**src/common/comparator_fault_alert_consts.svh**
```systemverilog
// Purpose: register offsets, field layouts and reset values of the alert status bank
// Assumes: 8-bit register index, 16-bit register word
// Notes:   included by the package and the status bank design file
`ifndef COMPARATOR_FAULT_ALERT_CONSTS_SVH
`define COMPARATOR_FAULT_ALERT_CONSTS_SVH

// ****************************************
// register offsets
// ****************************************
`define OFS_AUX_COLD_COMPARATOR_ALERTS   8'h10
`define OFS_AUX_HOT_COMPARATOR_ALERTS    8'h11
`define OFS_BALANCE_SWITCH_FAULT_SUMMARY 8'h12
`define OFS_SOFTWARE_ACTION_REQUEST      8'h13

// ****************************************
// widths and field positions
// ****************************************
`define REG_ADDR_WIDTH                   8
`define REG_DATA_WIDTH                   16
`define AUX_CHANNELS                     6
`define BALANCE_SWITCHES                 14
`define SW_POR_BIT                       0

// ****************************************
// reset values
// ****************************************
`define RST_AUX_FLAGS                    6'h00
`define RST_BALANCE_FLAGS                14'h0000
`define RST_REG_WORD                     16'h0000

`endif

```
**src/common/comparator_fault_alert_pkg.sv**
```systemverilog
// Purpose: shared types of the alert status bank
// Assumes: constants come from the consts header
// Notes:   register select enumeration is used by the address decoder
`include "comparator_fault_alert_consts.svh"

package comparator_fault_alert_pkg;

  typedef logic [`REG_ADDR_WIDTH-1:0]   reg_addr_type;
  typedef logic [`REG_DATA_WIDTH-1:0]   reg_word_type;
  typedef logic [`AUX_CHANNELS-1:0]     aux_vector_type;
  typedef logic [`BALANCE_SWITCHES-1:0] balance_vector_type;

  typedef enum logic [2:0] {
    sel_none,
    sel_aux_cold,
    sel_aux_hot,
    sel_balance,
    sel_action
  } reg_select_type;

endpackage

```
**src/common/alert_flag_if.sv**
```systemverilog
// Purpose: carrier between the register bank and one flag group
// Assumes: single clock, flags updated on acquisition strobes
// Notes:   width set per group
interface alert_flag_if #(
  parameter int WIDTH = 6
);
  logic             acquire;
  logic [WIDTH-1:0] condition;
  logic [WIDTH-1:0] enable;
  logic [WIDTH-1:0] flags;

  modport bank (
    output acquire,
    output condition,
    output enable,
    input  flags
  );

  modport group (
    input  acquire,
    input  condition,
    input  enable,
    output flags
  );
endinterface

```
**src/comparator_fault_alert_status.sv**
```systemverilog
// Purpose: comparator alert and balance-switch fault status registers with software reset request
// Assumes: comparison results and strobes come from logic on clk
// Notes:   register access is one cycle, read data returns one cycle later
//          no software clear: flags move on acquisition strobes, and comparator flags also clear when their enable bit drops
`include "comparator_fault_alert_consts.svh"

module comparator_fault_alert_status (
  input  wire logic                                    clk,
  input  wire logic                                    sys_rst,
  input  wire comparator_fault_alert_pkg::reg_addr_type reg_addr,
  input  wire logic                                    reg_write,
  input  wire logic                                    reg_read,
  input  wire comparator_fault_alert_pkg::reg_word_type reg_wdata,
  output logic [`REG_DATA_WIDTH-1:0]                   reg_rdata_q,
  output logic                                         reg_rvalid_q,
  output logic                                         reg_error_q,
  input  wire comparator_fault_alert_pkg::aux_vector_type aux_overvoltage_alert_enable,
  input  wire comparator_fault_alert_pkg::aux_vector_type aux_undervoltage_alert_enable,
  input  wire logic                                    comparator_acquire_done,
  input  wire comparator_fault_alert_pkg::aux_vector_type aux_above_upper_threshold,
  input  wire comparator_fault_alert_pkg::aux_vector_type aux_below_lower_threshold,
  input  wire logic                                    balance_diag_done,
  input  wire comparator_fault_alert_pkg::balance_vector_type balance_diag_over_threshold,
  output logic [`BALANCE_SWITCHES-1:0]                 balance_switch_fault_flags_q,
  output logic                                         software_power_on_reset_request_q
);
  import comparator_fault_alert_pkg::*;

  // ****************************************
  // address decode
  // ****************************************
  function automatic reg_select_type decode_select(input reg_addr_type addr);
    reg_select_type sel;
    sel = sel_none;
    case (addr)
      `OFS_AUX_COLD_COMPARATOR_ALERTS: begin
        sel = sel_aux_cold;
      end
      `OFS_AUX_HOT_COMPARATOR_ALERTS: begin
        sel = sel_aux_hot;
      end
      `OFS_BALANCE_SWITCH_FAULT_SUMMARY: begin
        sel = sel_balance;
      end
      `OFS_SOFTWARE_ACTION_REQUEST: begin
        sel = sel_action;
      end
      default: begin
        sel = sel_none;
      end
    endcase
    return sel;
  endfunction

  // ****************************************
  // flag groups
  // ****************************************
  alert_flag_if #(.WIDTH(`AUX_CHANNELS))     cold_port ();
  alert_flag_if #(.WIDTH(`AUX_CHANNELS))     hot_port ();
  alert_flag_if #(.WIDTH(`BALANCE_SWITCHES)) balance_port ();

  // both comparator groups share one acquisition strobe
  // cold comparator path
  assign cold_port.acquire   = comparator_acquire_done;
  assign cold_port.condition = aux_above_upper_threshold;
  assign cold_port.enable    = aux_overvoltage_alert_enable;

  assign hot_port.acquire    = comparator_acquire_done;
  assign hot_port.condition  = aux_below_lower_threshold;
  assign hot_port.enable     = aux_undervoltage_alert_enable;

  // balance flags have no enable and are always evaluated
  // balance diagnostic path
  assign balance_port.acquire   = balance_diag_done;
  assign balance_port.condition = balance_diag_over_threshold;
  assign balance_port.enable    = {`BALANCE_SWITCHES{1'b1}};

  alert_flag_group #(.WIDTH(`AUX_CHANNELS)) cold_group (
    .clk       (clk),
    .sys_rst   (sys_rst),
    .flag_port (cold_port)
  );

  alert_flag_group #(.WIDTH(`AUX_CHANNELS)) hot_group (
    .clk       (clk),
    .sys_rst   (sys_rst),
    .flag_port (hot_port)
  );

  alert_flag_group #(.WIDTH(`BALANCE_SWITCHES)) balance_group (
    .clk       (clk),
    .sys_rst   (sys_rst),
    .flag_port (balance_port)
  );

  // ****************************************
  // register read path
  // ****************************************
  reg_word_type                 rdata_d;
  logic                         rvalid_d;
  logic                         error_d;
  reg_select_type               access_sel;
  reg_word_type                 cold_word;
  reg_word_type                 hot_word;
  reg_word_type                 balance_word;

  // status words keep their unused upper bits at zero
  function automatic reg_word_type pad_aux(input aux_vector_type flags);
    reg_word_type word;
    word                    = `RST_REG_WORD;
    word[`AUX_CHANNELS-1:0] = flags;
    return word;
  endfunction

  assign access_sel   = decode_select(reg_addr);
  assign cold_word    = pad_aux(cold_port.flags);
  assign hot_word     = pad_aux(hot_port.flags);
  assign balance_word = {{(`REG_DATA_WIDTH-`BALANCE_SWITCHES){1'b0}}, balance_port.flags};

  always_comb begin
    rdata_d  = `RST_REG_WORD;
    rvalid_d = reg_read;
    // unmapped access answers zero with error
    error_d  = (reg_read || reg_write) && (access_sel == sel_none);
    if (reg_read) begin
      case (access_sel)
        sel_aux_cold: begin
          rdata_d = cold_word;
        end
        sel_aux_hot: begin
          rdata_d = hot_word;
        end
        sel_balance: begin
          rdata_d = balance_word;
        end
        sel_action: begin
          rdata_d = `RST_REG_WORD;
        end
        default: begin
          rdata_d = `RST_REG_WORD;
        end
      endcase
    end
  end

  // read data falls back to zero after its answer cycle
  always_ff @(posedge clk) begin
    if (sys_rst) begin
      reg_rdata_q  <= `RST_REG_WORD;
      reg_rvalid_q <= 1'b0;
      reg_error_q  <= 1'b0;
    end else begin
      reg_rdata_q  <= rdata_d;
      reg_rvalid_q <= rvalid_d;
      reg_error_q  <= error_d;
    end
  end

  // ****************************************
  // balance summary output
  // ****************************************
  balance_vector_type balance_out_d;

  // mirror kept in a flop so the output is registered; lags the flags by one cycle
  always_comb begin
    balance_out_d = balance_port.flags;
  end

  always_ff @(posedge clk) begin
    if (sys_rst) begin
      balance_switch_fault_flags_q <= `RST_BALANCE_FLAGS;
    end else begin
      balance_switch_fault_flags_q <= balance_out_d;
    end
  end

  // ****************************************
  // register write path
  // ****************************************
  logic write_action;
  logic por_request_d;

  // a write of zero, or to a status word, leaves all state alone
  assign write_action = reg_write && (access_sel == sel_action);

  always_comb begin
    // writes to status words are dropped
    por_request_d = 1'b0;
    if (write_action && reg_wdata[`SW_POR_BIT]) begin
      por_request_d = 1'b1;
    end
  end

  // pulse only; the reset itself is carried out outside this bank
  always_ff @(posedge clk) begin
    if (sys_rst) begin
      software_power_on_reset_request_q <= 1'b0;
    end else begin
      software_power_on_reset_request_q <= por_request_d;
    end
  end

endmodule

```
**src/alert_flag_group.sv**
```systemverilog
// Purpose: one group of self-clearing alert flags
// Assumes: acquire is a one-cycle strobe at the end of an acquisition
// Notes:   flags follow the latest enabled result, no software clear
module alert_flag_group #(
  parameter int WIDTH = 6
) (
  input  wire logic  clk,
  input  wire logic  sys_rst,
  alert_flag_if.group flag_port
);

  logic [WIDTH-1:0] flags_q;
  logic [WIDTH-1:0] flags_d;

  // ****************************************
  // next flag values
  // ****************************************
  always_comb begin
    flags_d = flags_q;
    if (flag_port.acquire) begin
      flags_d = flag_port.condition;
    end
    flags_d = flags_d & flag_port.enable;
  end

  always_ff @(posedge clk) begin
    if (sys_rst) begin
      flags_q <= '0;
    end else begin
      flags_q <= flags_d;
    end
  end

  assign flag_port.flags = flags_q;

endmodule

```
**config.mk**
```make
export PLATFORM = sky130hd
export DESIGN_NAME = comparator_fault_alert_status
export DESIGN_NICKNAME = d
export VERILOG_FILES = /design/src/common/comparator_fault_alert_pkg.sv /design/src/common/alert_flag_if.sv /design/src/comparator_fault_alert_status.sv /design/src/alert_flag_group.sv
export VERILOG_INCLUDE_DIRS = /design/src /design/src/common
export SDC_FILE = /design/constraint.sdc
export NUM_CORES = 1
export LEC_CHECK = 0
export ABC_AREA = 1
export BUFFER_PORTS_ARGS = -buffer_cell sky130_fd_sc_hd__buf_2
export CORE_MARGIN = 10
export CORE_UTILIZATION = 49
export DETAILED_ROUTE_END_ITERATION = 8
export PLACE_DENSITY = 0.9
export RECOVER_POWER = 100
export SLEW_MARGIN = 10
export SYNTH_ARGS = -nofsm -noshare
export SYNTH_HDL_FRONTEND = slang
export SYNTH_SLANG_ARGS = --single-unit
```
**constraint.sdc**
```tcl
create_clock -name clk -period 1.95 [get_ports clk]
set_input_delay 0.39 -clock clk [delete_from_list [all_inputs] [get_ports clk]]
set_output_delay 0.39 -clock clk [all_outputs]
set_load 0.01 [all_outputs]
```
-- Yosys cells after proc, flatten, opt, wreduce, memory -nomap -nowiden
Index checks and enable logic that the tools add are counted.
- flip-flop bits (word level): 59
- latch bits: 0
- bits in writable memories: 0
- ROM bits: 0
- input bits: 68
- output and inout bits: 33
- logic and storage cells: 30
- memories: 0
- add/subtract/negate cells: 0
- $mul: 0
- divide/modulo/power cells: 0
- $lt $le $gt $ge: 0
- eq/ne operators: 8
- shift-type cells: 0
- multiplexer cells: 5
- bitwise gates (word level): 3
- reduce and logical (&&, ||, !) cells: 6
- operators with widths (kind ; count):
    case mux 14 bit (3 select lines) ; 1
    == test 8 x 5 -> 1 bit (second input constant) ; 4
    bitwise AND 6 bit ; 2
    2-to-1 mux 6 bit ; 2
    case mux 3 bit (4 select lines) ; 1
    == test 3 x 2 -> 1 bit (second input constant) ; 2
    == test 3 x 1 -> 1 bit (second input constant) ; 1
    == test 3 bit (second input constant) ; 1
    logical AND 1 bit ; 3
    zero test 3 bit ; 1
    OR reduction 2 bit ; 1
    logical OR 1 bit ; 1
    2-to-1 mux 1 bit ; 1
    inverter 1 bit ; 1

-- Depth between registers and ports, before layout
Gate-level depths: netlist (run 1).
- depth in word-level cells: 6
- mapped depth: 8
- gate-level depth less buffers: 7

-- Modules after synthesis
Synthesis (run 1) repeated with hierarchy kept, for this count alone.
- cell total of the unflattened synthesis: 361
- area, all modules: 2551.2 um2
- by module, submodules not included (module ; instances ; cells each ; area an instance (um2) ; sequential area each (um2)):
    comparator_fault_alert_status ; 1 ; 144 ; 1234.9 ; 620.6
    alert_flag_group at balance_group ; 1 ; 117 ; 700.7 ; 280.3
    alert_flag_group at cold_group ... ; 2 ; 50 ; 307.8 ; 120.1

-- Least setup slack after synthesis (run 1)
No wires, ideal clock.
- kind: input port to flip-flop
- from: in reg_addr[5]
- to: reg reg_rdata_q[0]
- setup time: 0.056 ns
- data arrival time: 1.021 ns
- data required time: 1.894 ns
- path slack: 0.874 ns
- stages: 8
- buffers on the path: 1
- path through: inv_1 nand2_2 nor2_4 buf_6 nand3_1 nand3_1 nand2_1 inv_1
- longest elaborated chain between the ends: 4
- elaborated cells on any way between the ends: 9
- classes of those cells: 7 x eq/ne; 2 x mux
- ends and longest elaborated chain (item ; line ; text):
    from (decl) ; comparator_fault_alert_status.sv:10 ; input wire comparator_fault_alert_pkg::reg_addr_type reg_addr,
    == test 8 x 5 -> 1 bit ; comparator_fault_alert_status.sv:35 ; case (addr)
    case mux 3 bit (4 select lines) (*) ; comparator_fault_alert_status.sv:35 ;
    == test 3 x 2 -> 1 bit or == test 3 x 1 -> 1 bit (tied branches) ; comparator_fault_alert_status.sv:126 ; case (access_sel)
    case mux 14 bit (3 select lines) (*) ; comparator_fault_alert_status.sv:126 ;
    to (signal assigned) ; comparator_fault_alert_status.sv:149 ; reg_rdata_q <= `RST_REG_WORD;
    to (signal assigned) ; comparator_fault_alert_status.sv:153 ; reg_rdata_q <= rdata_d;
    to (decl) ; comparator_fault_alert_status.sv:14 ; output logic [`REG_DATA_WIDTH-1:0] reg_rdata_q,
Mark *: on every way between the ends. The rest lies on a longest branch, timed or not.
A chain may end at the register's enable or synchronous reset.

-- Final worst setup path (run 1)
- from: in reg_addr[5]
- to: reg reg_rdata_q[12]
Same word-level chain as after synthesis.

==> qor.csv, run 1 <==
stage;metric;value;unit
power;power per unit of standard cell area;991;nW/µm²
power;switching fraction of total power;23.7;%
logic_synthesis;proportion of register bits with asynchronous set or reset after synthesis;0;%
logic_synthesis;top flip-flop cell by instance count after synthesis;dfxtp_1;
cts;count of H-tree levels built during CTS;3;
flow_run;Max-cap violations;0;
timing;minimum hold slack;0.283;ns
finish;final net count;393;
power;Sw Pwr;0.000621;W
power;internal power consumption;0.00201;W
cts;count of hold buffers inserted by post-cts repair;0;
finish;footprint of the flip-flops and latches;1140;µm²
power;peak supply drop;582;µV
timing;final number of setup-violating endpoints;0;
floorplanning;height of the chip;85.6;µm
timing;period utilization;75.8;%
worst_setup_path;data required time at the worst endpoint;2.18;ns
place;DP HPWL;4080;µm
cts;CTS-repair resized insts;0;
floorplanning;count of standard-cell rows;23;
logic_synthesis;EDFF count, synth;0;
cts;number of CTS-inserted buffers;9;
status;status;complete, no violations;
power;Leak;1.21;nW
worst_setup_path;Worst Reg2Reg Path Length in Cells;4;
worst_setup_path;data arrival time of the critical path;1.71;ns
logic_synthesis;number of distinct library cells after synthesis;20;
cts;clk_lat worst skew;0.34;ns
timing;Final Critical Period;1.48;ns
routing;met2 wire length;2660;µm
finish;total area of multi-input combinational cells;723;µm²
timing;setup_tns;0;ns
routing;Wirelength per Cell;14.2;µm
cts;setup fix buffers added after clock tree synthesis;0;
logic_synthesis;synth top area cells;dfxtp_1 (54%), nor2_1 (6.9%), nand3_1 (6.2%);
hold_path;Worst Hold Path EP;cold_group.flag_port.flags[1]$_SDFF_PP0_;
finish;fin util;64.9;%
floorplanning;count of boundary I/O pins;101;
floorplanning;effective utilization at floorplan;51.7;%
cts;CTS tree;yes;
routing;number of nets with antenna violations after detailed routing;0;
grt;Overall Global Routing Usage;14.7;%
power;fraction of power consumed by the clock network;45.6;%
power;combinational share of power;7.6;%
hold_path;instance count along the most critical hold path;3;
routing;final wirelength;5410;µm
routing;count of unresolved DRC violations after routing;0;
cts;buffer cell driving the clock tree root;clkbuf_8;
hold_path;type of the worst min-delay path;in -> reg;
grt;via count of the first global-routing pass;1856;
grt;GRT Residual Overflow;0;
worst_setup_path;reg2reg setup slack;1.18;ns
worst_setup_path;RR Startpoint;balance_group.flag_port.flags[4]$_SDFFE_PP0P_;
timing;Fin Clk Skew;0.00417;ns
routing;Avg Vias per Cell;4.84;
floorplanning;die width;85.6;µm
cts;Max Root-Sink Buffers;2;
routing;top routing layer used;met4;
timing;setup repair after global routing missed its margin;false;
routing;via count;1839;
timing;worst slew pin tran;0.959;ns
logic_synthesis;number of synthesized register bits;57;
routing;Initial DRC Count;111;
logic_synthesis;Synth top area share;54.1;%
logic_synthesis;netlist area before placement;2110;µm²
timing;top achievable clock speed;677;MHz
timing;Max Transition Viols Final;0;
logic_synthesis;sequential element share of the synthesized area;54.1;%
logic_synthesis;cell type with the highest aggregate area in the netlist;dfxtp_1;
grt;number of antenna violations at the first check in global routing;0;
timing;Hold Fails Final Rpt;0;
worst_setup_path;Worst Path Class, Setup;in -> reg;
floorplanning;Die ar.;7330;µm²
floorplanning;standard cell core area;4090;µm²
routing;length of routed met3 wiring;422;µm
timing;Rel. slew slack;36.1;%
grt;global-route wire length before repair;8520;µm
finish;Layout area overhead;25.6;%
finish;proportion of layout cells with a drive suffix above 1;24.5;%
place;PortBufs;83;
power;share of power burned in registers;46.8;%
cts;Num Clock Sinks;57;
routing;Detailed Routing Iterations Pass 1;4;
cts;Clk pin slew, worst setup/hold paths;0.07;ns
finish;FILL cells;388;
worst_setup_path;launching element type of the critical path;input pin;
logic_synthesis;number of warnings reported in the yosys synthesis log;0;
finish;antenna diode count;0;
worst_setup_path;critical path endpoint category;flip-flop;
place;last weighted congestion value of the routability-driven placer;0.779;
worst_setup_path;reg2reg end;reg_rdata_q[4]$_SDFF_PP0_;
hold_path;worst hold path startpoint;aux_above_upper_threshold[1];
worst_setup_path;largest driver fanout on the critical path;22;
grt;largest net degree at the start of global routing;29;
logic_synthesis;Cells after Synth;242;
logic_synthesis;average size of a mapped cell;8.72;µm²
routing;sum of routed wire segments on met1;2190;µm
## cells by family (layout without fill, tap and decap cells)
family          count (synthesis)  in the layout  synth area share, %
compound gates                 41             41                 11.3
buf+inv                        47            134                 9.96
flops                          57             57                 54.1
other cells                     1              2                0.178
simple gates                   96             96                 24.5
## critical path, cell delays in order
cell	delay [ns]
buf_2	0.10
inv_1	0.04
nand2_1	0.06
nor2_2	0.66
nand2_4	0.21
nor4_1	0.25
## through the flow
stage	instance area (µm²)	std cells	power [W]	setup slack [ns]
2_1_floorplan	2110	243	0.00138	0.874
3_3_place_gp	2520	364	0.00145	0.428
3_5_place_dp	2520	364	0.00146	0.420
4_1_cts	2740	380	0.00265	0.740
5_1_grt	2650	380	0.00273	0.301
6_report	2650	380	0.00263	0.473
## layout by cell type, fill, tap and decap left out, drive strengths merged
master	count
bufinv	2
clkinv	3
nor4	8
nand3	26
a21oi	14
dfxtp	57
nor2	45
o211ai	13
inv	34
o21ai	14
buf	51
nand2	17
clkinvlp	2
conb	2
clkbuf	42
## power by group through the flow
stage	Clock, W	Sequential (W)	Combinational [W]
detailed placement	0	0.00125	0.000211
global placement	0	0.00125	0.000202
finish	0.00120	0.00123	0.000201
CTS	0.00122	0.00123	0.000212
floorplan	0	0.00126	0.000118
global route	0.00128	0.00123	0.000226
## synthesized netlist by cell type (2+ instances only)
| cell type | n |
|---|---|
| a21oi_1 | 14 |
| buf_2 | 3 |
| buf_4 | 2 |
| buf_6 | 3 |
| clkbuf_1 | 5 |
| dfxtp_1 | 57 |
| inv_1 | 29 |
| inv_2 | 4 |
| nand2_1 | 13 |
| nand2_2 | 3 |
| nand3_1 | 26 |
| nor2_1 | 39 |
| nor2_4 | 5 |
| nor4_2 | 8 |
| o211ai_1 | 13 |
| o21ai_0 | 14 |
## metal layers
layer  up-vias  GRT usage (%)
met5         -              0
met4         0           8.23
met3        11           7.00
met2        65           24.9
met1       814           14.6
li1        949              -
## flip-flops by register name, indices dropped and copies added, names as in the netlist
name                               cells
balance_group.flag_port.flags         14
balance_switch_fault_flags_q          14
reg_rdata_q                           14
cold_group.flag_port.flags             6
hot_group.flag_port.flags              6
reg_error_q                            1
reg_rvalid_q                           1
software_power_on_reset_request_q      1
## worst max-delay path by stage
stage	startpoint	to	slack [ns]
2_1_floorplan	reg_addr[5]	reg_rdata_q[0]$_SDFF_PP0_	0.87
3_3_place_gp	balance_diag_done	balance_group.flag_port.flags[3]$_SDFFE_PP0P_	0.43
3_5_place_dp	balance_diag_done	balance_group.flag_port.flags[8]$_SDFFE_PP0P_	0.42
4_1_cts	balance_diag_done	balance_group.flag_port.flags[12]$_SDFFE_PP0P_	0.74
5_1_grt	reg_addr[5]	reg_rdata_q[12]$_SDFF_PP0_	0.30
6_report	reg_addr[5]	reg_rdata_q[12]$_SDFF_PP0_	0.47
## cell type report
class | count | share of cell area (%)
Tap cell | 50 | 2.36
Clock inverter | 7 | 3.54
Multi-Input combinational cell | 139 | 27.3
Sequential cell | 57 | 43.0
Timing Repair Buffer | 84 | 14.3
Clock buffer | 9 | 4.67
Inverter | 34 | 4.81
No activity file was read; power rests on OpenSTA's default activity.
==> run 2: changes to the inputs <==
--- a/config.mk
+++ b/config.mk
@@ -6,12 +6,12 @@
 export SDC_FILE = /design/constraint.sdc
 export NUM_CORES = 1
 export LEC_CHECK = 0
-export ABC_AREA = 1
+export ABC_AREA = 0
 export BUFFER_PORTS_ARGS = -buffer_cell sky130_fd_sc_hd__buf_2
 export CORE_MARGIN = 10
-export CORE_UTILIZATION = 49
+export CORE_UTILIZATION = 41
 export DETAILED_ROUTE_END_ITERATION = 8
-export PLACE_DENSITY = 0.9
+export PLACE_DENSITY = 0.81
 export RECOVER_POWER = 100
 export SLEW_MARGIN = 10
 export SYNTH_ARGS = -nofsm -noshare
==> constraint.sdc (replaced) <==
create_clock -name clk -period 1.3 [get_ports clk]
set_input_delay 0.26 -clock clk [delete_from_list [all_inputs] [get_ports clk]]
set_output_delay 0.26 -clock clk [all_outputs]
set_load 0.01 [all_outputs]
==> run 2 against run 1 <==
Clock power up 11%. Clock-buffer cell count up 3. First-iteration DRC count down 38%. Die area up 13%. Critical path type is now reg -> out. Critical endpoint is now reg_error_q.
==> qor.csv, run 2 <==
stage;metric;value;unit;change
place;post-placement cell area;2560;µm²;was 2520 µm²
grt;global-route wire length before repair;8190;µm;was 8520 µm
flow_run;Max-cap violations;0;;unchanged
cts;number of CTS-inserted buffers;9;;unchanged
routing;final wirelength;5140;µm;was 5410 µm
worst_setup_path;buffers and inverters on the worst path;1;;was 2
finish;fin util;54.6;%;was 64.9%
finish;final instance area;2630;µm²;was 2650 µm²
worst_setup_path;Slowest-stage cell, CP;dfxtp_1;;was nor2_2
logic_synthesis;sequential element share of the synthesized area;55.3;%;was 54.1%
cts;CTS-repair resized insts;0;;unchanged
routing;count of unresolved DRC violations after routing;0;;unchanged
grt;via count of the first global-routing pass;1659;;was 1856
routing;via count;1553;;was 1839
worst_setup_path;launching element type of the critical path;flip-flop;;was input pin
grt;Overall Global Routing Usage;12.7;%;was 14.7%
logic_synthesis;main combinational cell family by area after synthesis;simple AND/OR/NAND/NOR gates;;unchanged
worst_setup_path;cell class contributing the biggest share of worst-path delay;flip-flops;;was simple AND/OR/NAND/NOR gates
cts;count of hold buffers inserted by post-cts repair;0;;unchanged
grt;number of antenna violations at the first check in global routing;0;;unchanged
logic_synthesis;Synth top area share;55.3;%;was 54.1%
cts;setup fix buffers added after clock tree synthesis;0;;unchanged
grt;largest net degree at the start of global routing;43;;was 29
place;last weighted congestion value of the routability-driven placer;0.757;;was 0.779
worst_setup_path;largest incremental delay on the critical path;0.33;ns;was 0.66 ns
timing;period utilization;82.6;%;
logic_synthesis;synth top area cells;dfxtp_1 (55%), mux2i_1 (16%), nor4b_2 (5.8%);;was dfxtp_1 (54%), nor2_1 (6.9%), nand3_1 (6.2%)
cts;buffer cell driving the clock tree root;clkbuf_8;;unchanged
logic_synthesis;average size of a mapped cell;11.5;µm²;was 8.72 µm²
timing;Max Transition Viols Final;0;;unchanged
power;peak supply drop;815;µV;was 582 µV
logic_synthesis;most numerous cell in the Yosys netlist;dfxtp_1;;unchanged
floorplanning;effective utilization at floorplan;42.9;%;was 51.7%
finish;leading cell type in the layout, fill and taps excluded;dfxtp_1;;unchanged
logic_synthesis;netlist area before placement;2060;µm²;was 2110 µm²
place;DP HPWL;3830;µm;was 4080 µm
hold_path;type of the worst min-delay path;in -> reg;;unchanged
cts;count of H-tree levels built during CTS;3;;unchanged
logic_synthesis;proportion of register bits with asynchronous set or reset after synthesis;0;%;unchanged
cts;CTS tree;yes;;unchanged
finish;antenna diode count;0;;unchanged
routing;number of nets with antenna violations after detailed routing;0;;unchanged
floorplanning;standard cell core area;4820;µm²;was 4090 µm²
worst_setup_path;critical path endpoint category;primary output;;was flip-flop
timing;Final Critical Period;1.07;ns;
routing;Wirelength per Cell;15.1;µm;was 14.2 µm
cts;Num Clock Sinks;57;;unchanged
logic_synthesis;top flip-flop cell by instance count after synthesis;dfxtp_1;;unchanged
cts;clk_lat worst skew;0.33;ns;was 0.34 ns
grt;GRT Residual Overflow;0;;unchanged
timing;top achievable clock speed;931;MHz;
logic_synthesis;Post-Synth Adder-Cell Area;0;%;unchanged
logic_synthesis;number of warnings reported in the yosys synthesis log;0;;unchanged
timing;Rel. slew slack;44.1;%;was 36.1%
routing;Detailed Routing Iterations Pass 1;4;;unchanged
routing;Initial DRC Count;69;;was 111
timing;worst slew pin tran;0.839;ns;was 0.959 ns
timing;setup repair after global routing missed its margin;false;;unchanged
logic_synthesis;Cells after Synth;180;;was 242
floorplanning;die width;91.0;µm;was 85.6 µm
floorplanning;count of standard-cell rows;25;;was 23
cts;Clk pin slew, worst setup/hold paths;0.06;ns;was 0.07 ns
routing;Avg Vias per Cell;4.55;;was 4.84
logic_synthesis;synthesized-area fraction occupied by ao, oa, aoi and oai cells;1.82;%;was 11.3%
finish;Layout area overhead;27.3;%;was 25.6%
logic_synthesis;EDFF count, synth;0;;unchanged
timing;Fin Clk Skew;0.00878;ns;was 0.00417 ns
worst_setup_path;data required time at the worst endpoint;1.04;ns;was 2.18 ns
finish;leading cell types in the layout, fill and taps excluded;dfxtp_1 (57), buf_2 (51), clkbuf_1 (36);;was dfxtp_1 (57), buf_2 (51), nor2_1 (40)
worst_setup_path;data arrival time of the critical path;0.81;ns;was 1.71 ns
cts;Max Root-Sink Buffers;2;;unchanged
logic_synthesis;number of distinct library cells after synthesis;22;;was 20
logic_synthesis;mux share of post-synthesis cell area;15.5;%;was 0%
status;status;complete, no violations;;unchanged
logic_synthesis;area share of and/or/nand/nor cells after synthesis;23.7;%;was 24.5%
floorplanning;height of the chip;91.0;µm;was 85.6 µm
logic_synthesis;number of synthesized register bits;57;;unchanged
logic_synthesis;Post-synth top cells;dfxtp_1 (57), mux2i_1 (32), nor2_1 (17), nor2b_1 (15), nor3b_1 (12);;was dfxtp_1 (57), nor2_1 (39), inv_1 (29), nand3_1 (26)
worst_setup_path;largest driver fanout on the critical path;1;;was 22
finish;final net count;337;;was 393
floorplanning;Die ar.;8270;µm²;was 7330 µm²
finish;proportion of layout cells with a drive suffix above 1;28.8;%;was 24.5%
logic_synthesis;cell type with the highest aggregate area in the netlist;dfxtp_1;;unchanged
timing;Hold Fails Final Rpt;0;;unchanged
timing;final number of setup-violating endpoints;0;;unchanged
power;power per unit of standard cell area;1320;nW/µm²;was 991 nW/µm²
place;PortBufs;83;;unchanged
power;Leak;1.12;nW;was 1.21 nW
worst_setup_path;series of cell instances along the critical path;clkbuf_1;;was buf_2 -> inv_1 -> nand2_1 -> nor2_2 -> nand2_4 -> nor4_1
floorplanning;count of boundary I/O pins;101;;unchanged
worst_setup_path;Worst Path Class, Setup;reg -> out;;was in -> reg
logic_synthesis;share of the synthesized netlist area taken by xor and xnor gates;0;%;unchanged
==> run 2: changes by cell type in the layout (fill, tap and decap cells not counted), moves of 13 or more <==
cell and delta:
nand3_1 -25, inv_1 -30, mux2i_1 +32, o211ai_1 -13
nor2b_1 +15, nor2_1 -23, o21ai_0 -14
==> run 2: metrics by stage <==
stage,cells,TNS [ns],hold WS [ns],setup WS (ns),total power [W]
final,341,0,0.166,0.226,0.00347
after global routing,341,0,0.163,0.127,0.00364
after CTS,341,0,0.152,0.232,0.00353
after detailed placement,325,-0.550,0.447,-0.0805,0.00219
after global placement,325,-0.343,0.447,-0.0456,0.00218
after floorplan,181,0,0.404,0.183,0.00205
==> run 2: worst register-to-register path, cell delays in order (launching register included) <==
cell and delay, ns:
dfxtp_1 0.39, mux2i_1 0.09, or2_2 0.27, a21oi_1 0.14
==> run 2: report_power, final <==
part           switching (W)  leakage (nW)  total [W]  internal [W]
sequential         0.0000308         0.465    0.00184       0.00181
combinational       0.000144         0.575   0.000302      0.000158
clock               0.000651        0.0839    0.00133      0.000679
==> run 2: logic make-up after synthesis <==
group	count (synthesis)
AND/OR/NAND/NOR	69
AO/OA/AOI/OAI	7
multiplexers	32
other	1
buffers and inverters	14
flip-flops	57
==> run 2: cell type report <==
type                    instances  area [µm²]
fillers                       473        2190
well taps                      67        83.8
clock inverters                 4        20.0
clock buffers                  12         135
flip-flops and latches         57        1140
inverters                       1        3.75
multi-input cells             110         811
repair buffers                 90         434
==> run 2: final timing paths <==
path                                                    to  cells after the start  slack, ns                                     startpoint
max                                            reg_error_q                      1       0.23                         reg_error_q$_SDFF_PP0_
min          balance_group.flag_port.flags[0]$_SDFFE_PP0P_                      3       0.17                 balance_diag_over_threshold[0]
max reg2reg                      reg_rdata_q[1]$_SDFF_PP0_                      3       0.34  balance_group.flag_port.flags[1]$_SDFFE_PP0P_
min reg2reg                      reg_rdata_q[3]$_SDFF_PP0_                      2       0.46        hot_group.flag_port.flags[3]$_SDFF_PP0_
==> run 2: per-layer routing <==
metal  track usage, %  share of wire (%)
met1             14.2                 44
met5                0                  0
met3             5.43                7.7
met4             8.36                2.8
met2             19.2                 46
